==> config.mk <==
export PLATFORM = sky130hd
export DESIGN_NAME = edge_cycle_counter_sleep_timer
export DESIGN_NICKNAME = d
export VERILOG_FILES = /design/src/design/edge_cycle_counter_sleep_timer.v /design/src/design/edge_sync.v
export VERILOG_INCLUDE_DIRS = /design/src /design/src/design
export SDC_FILE = /design/constraint.sdc
export NUM_CORES = 1
export LEC_CHECK = 0
export ABC_AREA = 1
export BUFFER_PORTS_ARGS = -buffer_cell sky130_fd_sc_hd__buf_2
export CAP_MARGIN = 20
export CORE_ASPECT_RATIO = 0.75
export CORE_MARGIN = 1.5
export CORE_UTILIZATION = 50
export DETAILED_ROUTE_END_ITERATION = 8
export GPL_ROUTABILITY_DRIVEN = 1
export PLACE_DENSITY = 0.69
export SYNTH_ARGS = -nofsm -noshare
export SYNTH_HDL_FRONTEND = slang
export SYNTH_SLANG_ARGS = --single-unit
==> constraint.sdc <==
create_clock -name sys_clk -period 3.4 [get_ports sys_clk]
set_clock_uncertainty 0.05 [all_clocks]
set_input_delay 0.68 -clock sys_clk [delete_from_list [all_inputs] [get_ports sys_clk]]
set_output_delay 0.68 -clock sys_clk [all_outputs]
set_load 0.02 [all_outputs]
==> src/design/edge_cycle_counter_defs.vh <==
// Purpose: constants for the event cycle counter and sleep timer block
// Assumes: 25 MHz system clock, APB register access
// Notes: offsets are byte addresses of 32-bit words
`ifndef EDGE_CYCLE_COUNTER_DEFS_VH
`define EDGE_CYCLE_COUNTER_DEFS_VH

`define OFS_COUNT 12'h000
`define OFS_CTRL 12'h004
`define OFS_STATUS 12'h008
`define OFS_GATE 12'h00c
`define OFS_DELAY 12'h010
`define OFS_SLEEP 12'h014
`define OFS_KICK 12'h018

// control register fields
`define CTRL_SRC_LSB 0
`define CTRL_SRC_MSB 1
`define CTRL_WAIT_BIT 2
`define SRC_INT 2'h0
`define SRC_INT16 2'h1
`define SRC_INT256 2'h2
`define SRC_EXT 2'h3
`define CTRL_EDGE_BIT 3
`define CTRL_RESET 4'h0

// status register fields
`define ST_BUSY_BIT 0
`define ST_SLEEP_BIT 1
`define ST_WAIT_BIT 2
`define ST_WDT_BIT 3

// oscillator periods per counted tick
`define DIV_INT 4
`define DIV_INT16 64
`define DIV_INT256 1024

// timing
`define CLK_HZ 25000000
`define MS_NS 1000000
`define CLK_NS 40
`define CYC_PER_MS (`MS_NS / `CLK_NS)
`define SLEEP_MS 18
`define WDT_MS 18

`endif

==> src/design/edge_cycle_counter_sleep_timer.v <==
// Behaviour
// - software reads the full 8-bit counter at any time without upset.
// - software writes an 8-bit value that the counter continues from.
// - internal source unprescaled advances once every four clocks.
// - prescaled internal sources advance every 64 or 1024 clocks.
// - internal counting stops while the sleep state is active.
// - external rising mode counts each low-to-high pin transition.
// - external falling mode counts each high-to-low pin transition.
// - gated count zeroes the counter, counts for n ms, returns the count.
// - rollover wait stalls until the counter wraps to zero.
// - sleep suspends for n periods of nominally 18 ms each.
// - a sleep alters the edge and source settings of the counter.
// - the watchdog resets the processor when not restarted in time.
// - the watchdog is not a user resource; only sleep and recovery use it. Here sleep times its periods with tick_r, not the watchdog.
// - delay blocks for a 16-bit number of milliseconds.
//
// Purpose: 8-bit event/cycle counter with sleep, delay and watchdog timing
// Assumes: APB slave, 25 MHz sys_clk, synchronous active-high rst
// Notes: busy operations stretch pready so the master stalls meanwhile
//
// Decided for this implementation: the APB register port and the register addresses.
`timescale 1ns/100ps
`include "edge_cycle_counter_defs.vh"
module edge_cycle_counter_sleep_timer #(
  parameter MS_CYCLES = `CYC_PER_MS,
  parameter SLEEP_CYCLES = `SLEEP_MS * `CYC_PER_MS,
  parameter WDT_CYCLES = `WDT_MS * `CYC_PER_MS
) (
  input wire sys_clk,
  input wire rst,
  input wire psel,
  input wire penable,
  input wire pwrite,
  input wire [11:0] paddr,
  input wire [31:0] pwdata,
  output reg [31:0] prdata,
  output reg pready,
  output reg pslverr,
  input wire countPin,
  output reg sleeping,
  output reg wdtReset
);
  localparam ST_IDLE = 3'd0;
  localparam ST_GATE = 3'd1;
  localparam ST_DELAY = 3'd2;
  localparam ST_SLEEP = 3'd3;
  localparam ST_WAIT = 3'd4;
  localparam ST_DONE = 3'd5;

  reg [7:0] count_r;
  reg [3:0] ctrl_r;
  reg [2:0] state_r;
  reg [15:0] msLeft_r;
  reg [7:0] slpLeft_r;
  reg [31:0] tick_r;
  reg [9:0] pre_r;
  reg [31:0] wdt_r;
  reg wdtFired_r;
  reg [7:0] result_r;

  wire riseEvt;
  wire fallEvt;

  edge_sync u_sync (
    .sys_clk(sys_clk),
    .rst(rst),
    .pinIn(countPin),
    .riseEvt(riseEvt),
    .fallEvt(fallEvt)
  );

  wire access = psel & penable;
  // only the first access edge acts; the pready edge must not repeat it
  wire firstAcc = access & ~pready;
  wire wrAcc = firstAcc & pwrite;
  wire idle = (state_r == ST_IDLE);
  wire [1:0] src = ctrl_r[`CTRL_SRC_MSB:`CTRL_SRC_LSB];

  // address decode, one select per word
  wire selCount = (paddr == `OFS_COUNT);
  wire selCtrl = (paddr == `OFS_CTRL);
  wire selStatus = (paddr == `OFS_STATUS);
  wire selGate = (paddr == `OFS_GATE);
  wire selDelay = (paddr == `OFS_DELAY);
  wire selSleep = (paddr == `OFS_SLEEP);
  wire selKick = (paddr == `OFS_KICK);
  wire mapped = selCount | selCtrl | selStatus | selGate | selDelay |
    selSleep | selKick;

  // free-running prescaler, frozen in sleep so internal ticks stop there
  always @(posedge sys_clk) begin
    if (rst) begin
      pre_r <= 10'h000;
    end else if (state_r != ST_SLEEP) begin
      pre_r <= pre_r + 10'h001;
    end
  end

  // prescaler runs only when awake; sleep stops the internal clock
  reg intTick;
  always @* begin
    case (src)
      `SRC_INT: intTick = (pre_r[1:0] == 2'h3);
      `SRC_INT16: intTick = (pre_r[5:0] == 6'h3f);
      `SRC_INT256: intTick = (pre_r == 10'h3ff);
      default: intTick = 1'b0;
    endcase
  end

  reg extTick;
  always @* begin
    if (src != `SRC_EXT)
      extTick = 1'b0;
    else if (ctrl_r[`CTRL_EDGE_BIT])
      extTick = fallEvt;
    else
      extTick = riseEvt;
  end

  wire countTick = (state_r != ST_SLEEP) & (intTick | extTick);
  wire [7:0] countNext = count_r + 8'h01;

  // operation requests, taken on the first access edge only
  wire countLoad = wrAcc & selCount & idle;
  wire ctrlWr = wrAcc & selCtrl & idle;
  wire startGate = wrAcc & selGate & idle;
  wire startDelay = wrAcc & selDelay & idle;
  wire startSleep = wrAcc & selSleep & idle;
  wire startWait = ctrlWr & pwdata[`CTRL_WAIT_BIT];
  wire msRun = (state_r == ST_GATE) | (state_r == ST_DELAY);
  wire msDone = (tick_r == MS_CYCLES - 1);
  wire slpDone = (tick_r == SLEEP_CYCLES - 1);
  wire lastMs = msDone & (msLeft_r == 16'h0001);
  wire lastSlp = slpDone & (slpLeft_r == 8'h01);

  // counter: a load or a gate start wins over a tick in the same cycle
  always @(posedge sys_clk) begin
    if (rst) begin
      count_r <= 8'h00;
    end else if (countLoad) begin
      count_r <= pwdata[7:0];
    end else if (startGate) begin
      count_r <= 8'h00;
    end else if (countTick) begin
      count_r <= countNext;
    end
  end

  // control: bit 2 only starts a wait and is never stored
  always @(posedge sys_clk) begin
    if (rst) begin
      ctrl_r <= `CTRL_RESET;
    end else if (startSleep) begin
      ctrl_r <= `CTRL_RESET;
    end else if (ctrlWr) begin
      ctrl_r <= {pwdata[`CTRL_EDGE_BIT], 1'b0,
        pwdata[`CTRL_SRC_MSB:`CTRL_SRC_LSB]};
    end
  end

  // operation engine; one at a time, the master is held meanwhile
  always @(posedge sys_clk) begin
    if (rst) begin
      state_r <= ST_IDLE;
    end else begin
      case (state_r)
        ST_IDLE: begin
          if (startGate) begin
            if (pwdata[15:0] == 16'h0000) begin
              state_r <= ST_DONE;
            end else begin
              state_r <= ST_GATE;
            end
          end else if (startDelay) begin
            if (pwdata[15:0] == 16'h0000) begin
              state_r <= ST_DONE;
            end else begin
              state_r <= ST_DELAY;
            end
          end else if (startSleep) begin
            if (pwdata[7:0] == 8'h00) begin
              state_r <= ST_DONE;
            end else begin
              state_r <= ST_SLEEP;
            end
          end else if (startWait) begin
            state_r <= ST_WAIT;
          end
        end
        ST_GATE: begin
          if (lastMs)
            state_r <= ST_DONE;
        end
        ST_DELAY: begin
          if (lastMs)
            state_r <= ST_DONE;
        end
        ST_SLEEP: begin
          if (lastSlp)
            state_r <= ST_DONE;
        end
        ST_WAIT: begin
          if (countTick && countNext == 8'h00)
            state_r <= ST_DONE;
        end
        ST_DONE: state_r <= ST_IDLE;
        default: state_r <= ST_IDLE;
      endcase
    end
  end

  // one timebase serves ms steps and sleep periods; idle keeps it at zero
  always @(posedge sys_clk) begin
    if (rst) begin
      tick_r <= 32'h0;
    end else if (msRun) begin
      if (msDone) begin
        tick_r <= 32'h0;
      end else begin
        tick_r <= tick_r + 32'h1;
      end
    end else if (state_r == ST_SLEEP) begin
      if (slpDone) begin
        tick_r <= 32'h0;
      end else begin
        tick_r <= tick_r + 32'h1;
      end
    end else begin
      tick_r <= 32'h0;
    end
  end

  // millisecond budget of gate and delay, 16 bits wide
  always @(posedge sys_clk) begin
    if (rst) begin
      msLeft_r <= 16'h0000;
    end else if (startGate || startDelay) begin
      msLeft_r <= pwdata[15:0];
    end else if (msRun && msDone) begin
      msLeft_r <= msLeft_r - 16'h0001;
    end
  end

  // sleep periods left; stands at zero once the sleep is over
  always @(posedge sys_clk) begin
    if (rst) begin
      slpLeft_r <= 8'h00;
    end else if (startSleep) begin
      slpLeft_r <= pwdata[7:0];
    end else if (state_r == ST_SLEEP && slpDone) begin
      slpLeft_r <= slpLeft_r - 8'h01;
    end
  end

  // gate result: the count as it stands after the window's last edge
  always @(posedge sys_clk) begin
    if (rst) begin
      result_r <= 8'h00;
    end else if (state_r == ST_GATE && lastMs) begin
      result_r <= countTick ? countNext : count_r;
    end
  end

  // watchdog: private, restarted by any bus access or a kick write;
  // an operation in progress counts as alive since it ends by itself
  wire wdtKick = access | (state_r != ST_IDLE);
  always @(posedge sys_clk) begin
    if (rst) begin
      wdt_r <= 32'h0;
      wdtFired_r <= 1'b0;
      wdtReset <= 1'b0;
    end else begin
      wdtReset <= 1'b0;
      if (wdtKick) begin
        wdt_r <= 32'h0;
      end else if (wdt_r == WDT_CYCLES - 1) begin
        wdt_r <= 32'h0;
        wdtReset <= 1'b1;
        wdtFired_r <= 1'b1;
      end else begin
        wdt_r <= wdt_r + 32'h1;
      end
    end
  end

  wire busyFlag = ~idle;
  wire sleepFlag = (state_r == ST_SLEEP);
  wire waitFlag = (state_r == ST_WAIT);
  wire [3:0] statusBits = {wdtFired_r, waitFlag, sleepFlag, busyFlag};

  // read mux; the kick word and unmapped words read zero
  reg [31:0] rdMux;
  always @* begin
    rdMux = 32'h0;
    case (paddr)
      `OFS_COUNT: begin
        rdMux = {24'h0, count_r};
      end
      `OFS_CTRL: begin
        rdMux = {28'h0, ctrl_r};
      end
      `OFS_STATUS: begin
        rdMux = {28'h0, statusBits};
      end
      `OFS_GATE: begin
        rdMux = {24'h0, result_r};
      end
      `OFS_DELAY: begin
        rdMux = {16'h0, msLeft_r};
      end
      `OFS_SLEEP: begin
        rdMux = {24'h0, slpLeft_r};
      end
      default: rdMux = 32'h0;
    endcase
  end

  // plain words answer at once, operation writes only at done
  wire opWrite = pwrite & (selGate | selDelay | selSleep |
    (selCtrl & pwdata[`CTRL_WAIT_BIT]));
  wire plainAns = firstAcc & ~opWrite & idle;
  wire opAns = firstAcc & opWrite & (state_r == ST_DONE);

  // bus answer, straight from flip-flops
  always @(posedge sys_clk) begin
    if (rst) begin
      prdata <= 32'h0;
      pready <= 1'b0;
      pslverr <= 1'b0;
    end else begin
      pready <= plainAns | opAns;
      pslverr <= plainAns & ~mapped;
      if (plainAns) begin
        prdata <= rdMux;
      end else if (opAns) begin
        prdata <= {24'h0, result_r};
      end
    end
  end

  always @(posedge sys_clk) begin
    if (rst) begin
      sleeping <= 1'b0;
    end else begin
      sleeping <= sleepFlag;
    end
  end
endmodule

==> src/design/edge_sync.v <==
// Purpose: three-stage synchroniser with edge detection for the counter pin
// Assumes: pin is asynchronous to sys_clk
// Notes: an edge counts once stages two and three agree on a new level
`timescale 1ns/100ps
module edge_sync (
  input wire sys_clk,
  input wire rst,
  input wire pinIn,
  output reg riseEvt,
  output reg fallEvt
);
  reg s1_r;
  reg s2_r;
  reg s3_r;
  reg level_r;

  always @(posedge sys_clk) begin
    if (rst) begin
      s1_r <= 1'b0;
      s2_r <= 1'b0;
      s3_r <= 1'b0;
      level_r <= 1'b0;
      riseEvt <= 1'b0;
      fallEvt <= 1'b0;
    end else begin
      s1_r <= pinIn;
      s2_r <= s1_r;
      s3_r <= s2_r;
      riseEvt <= 1'b0;
      fallEvt <= 1'b0;
      // one pulse per settled change so each edge counts once
      if (s2_r == s3_r && s3_r != level_r) begin
        level_r <= s3_r;
        riseEvt <= s3_r;
        fallEvt <= ~s3_r;
      end
    end
  end
endmodule

==> impl_metrics.json <==
{
  "seq_area_frac_synth": 0.334,
  "p_leak_nw": 4.06,
  "cts_tree": "yes",
  "grt_antenna_before_repair": 0,
  "gp_congestion": 0.979,
  "ys.flop_type": "dfxtp_1",
  "hold_class": "register to register",
  "cts_buffer_depth": 2,
  "post_cts_buffers": 0,
  "max_slew_margin": 0.569,
  "status": "complete, no violations",
  "critPathRequiredTime_ns": 3.67,
  "crit_path_start_kind": "register",
  "path_clk_slew_ns": 0.06,
  "grt.overflow.total": 0,
  "netlist_area_sq_um": 8820,
  "io_buffers": 53,
  "grt_first_pass_wirelength_um": 38400,
  "synth_seq_cells": 147,
  "arrival_ns": 2.65,
  "worst_pin_slew_ns": 0.641,
  "synthCells": 1355,
  "slew_viol_final": 0,
  "post_cts_resized": 0,
  "area_growth_pct": 11.5,
  "postRouteAntennaNets": 0,
  "drc": 0,
  "cts_buffers": 17,
  "die_w_um": 156,
  "yosysTopAreaCellShare": 0.334,
  "clock_latency_ns": 0.43,
  "nets": 1467,
  "grt_usage": 0.264,
  "min_period_ns": 2.39,
  "rows": 41,
  "hpwl_um": 18200,
  "synth_top_area_cell": "dfxtp_1",
  "drt_iter0_drc": 880,
  "drv_cap": 0,
  "synth_async_sr_flop_share": 0,
  "synth-edff-count": 0,
  "cts-root-buf": "clkbuf_16",
  "synth.area.top_cells": "dfxtp_1 (33%), nand2_1 (13%), nor2_1 (9.7%), inv_1 (6.9%), nand3_1 (5.3%)",
  "routed_wl_um": 23700,
  "fin_util": 0.578,
  "drive_gt1_frac": 0.121,
  "die_h_um": 118,
  "start_util": 0.518,
  "core_area_sq_um": 17000,
  "cp-end-kind": "register",
  "cp_max_fo": 19,
  "whs_ns": 0.354,
  "final-hold-violation-count": 0,
  "setup_viol": 0,
  "final_area_sq_um": 9840,
  "synth_common_cells": "nand2_1 (306), nor2_1 (229), inv_1 (162)",
  "avgSynthCellArea_sq_um": 6.51,
  "hold_buffers": 0,
  "max-vdd-ir-drop_v": 0.000217,
  "dpl.cell_count": 1626,
  "antenna_cells": 0,
  "crit_type": "register to register",
  "dieArea_sq_um": 18500,
  "timing.final.crit_share": 0.702,
  "h-tree-depth": 4,
  "ys_types": 48,
  "dpl-instance-area_sq_um": 9220,
  "detail_route.vias_per_cell": 5.20,
  "layoutNonFillerInstCount": 1658,
  "drt_pass1_iterations": 6,
  "post-synth-top-count-cell": "nand2_1",
  "setup_tns_ns": 0,
  "p_per_area_nw_per_um2": 449,
  "rsz0062_at_grt": "no",
  "pin_count": 86,
  "yosys_warnings": 0,
  "cts_sinks": 147,
  "wire_per_inst_um": 14.3,
  "grt_pass1_vias": 7533,
  "fmax_ghz": 0.419,
  "num_vias": 8627,
  "grt_max_degree": 40
}
power by group:
group          switching [mW]  internal (mW)  total, mW  leakage [nW]
combinational           0.450          0.169      0.619          2.58
clock                   0.823           1.15       1.97         0.298
sequential             0.0485           1.78       1.82          1.19
per-layer routing:
metal  track usage  up-vias  share of wire
li1              -     4420              -
met1         0.412     3894           0.52
met2         0.371      286           0.40
met3        0.0442       27          0.067
met4        0.0607        0          0.012
met5             0        -              0
cells in the final DEF, fill, tap and decap left out, drive strengths merged:
master    Yosys  routed
nand3        99      99
nand3b        5       5
nor3         59      59
clkinv        1       3
bufinv        0       2
o211ai        6       6
buf          32      58
nor3b        11      11
and2          4       4
and3          2       2
conb          1      16
a31oi         7       7
o21ai        67      67
xor2         42      42
o21bai        1       1
nand2       324     324
o21a          1       1
or2           4       4
a21oi        52      52
xnor2         5       5
dfxtp       147     147
nor2        248     248
a21o          1       1
nor4          9       9
nand4        34      34
a211oi        3       3
inv         176     183
clkbuf        6      19
ha            8       8
clkinvlp      0       2
worst paths after layout:
| path | from | endpoint | slack [ns] | depth (start not counted) |
|---|---|---|---|---|
| min reg2reg | u_sync.s1_r | u_sync.s2_r | 0.35 | 2 |
| max | wdt_r[0] | wdt_r[2] | 1.01 | 9 |
| min | u_sync.s1_r | u_sync.s2_r | 0.35 | 2 |
| max reg2reg | wdt_r[0] | wdt_r[2] | 1.01 | 9 |
final cells by class:
class / instances / area [sq um]
fillers: 1717 / 7190
well taps: 236 / 295
clock buffers: 19 / 453
multi-input cells: 1008 / 5010
inverters: 177 / 671
repair buffers: 58 / 303
clock inverters: 13 / 160
flip-flops and latches: 147 / 2940
worst max-delay path, cell delays in order, from the launching register on:
cell and delay, ns:
dfxtp_1 0.40, ha_1 0.19, nand2_1 0.07, nor2_1 0.22, inv_1 0.12, nor2_1 0.15
nand4_1 0.14, o21ai_2 0.51, buf_4 0.35, nor3b_1 0.08
sequential cells by signal (all words and copies together), names as in the netlist, 3 cells and up:
name       count
prdata        16
slpLeft_r      8
state_r        3
msLeft_r      16
wdt_r         32
count_r        8
ctrl_r         3
tick_r        32
pre_r         10
result_r       8
logic make-up (layout without fill, tap and decap cells):
| group | Yosys count | count (layout) | share of synthesized area |
|---|---|---|---|
| adders and majority gates | 8 | 8 | 0.0114 |
| other | 1 | 16 | 0.000425 |
| DFF | 147 | 147 | 0.334 |
| AOI/OAI and AO/OA | 138 | 138 | 0.0870 |
| xor gates and xnor gates | 47 | 47 | 0.0467 |
| and+or+nand+nor | 799 | 799 | 0.416 |
| buffers and inverters | 215 | 267 | 0.105 |
per-stage QoR:
| stage | power, mW | worst slack, ns |
|---|---|---|
| final | 4.41 | 1.01 |
| after global routing | 4.58 | 0.712 |
| after CTS | 4.44 | 0.993 |
| after detailed placement | 2.48 | 0.919 |
| after global placement | 2.47 | 0.954 |
| after floorplan | 2.33 | 1.42 |
No activity file was read; power rests on OpenSTA's default activity.
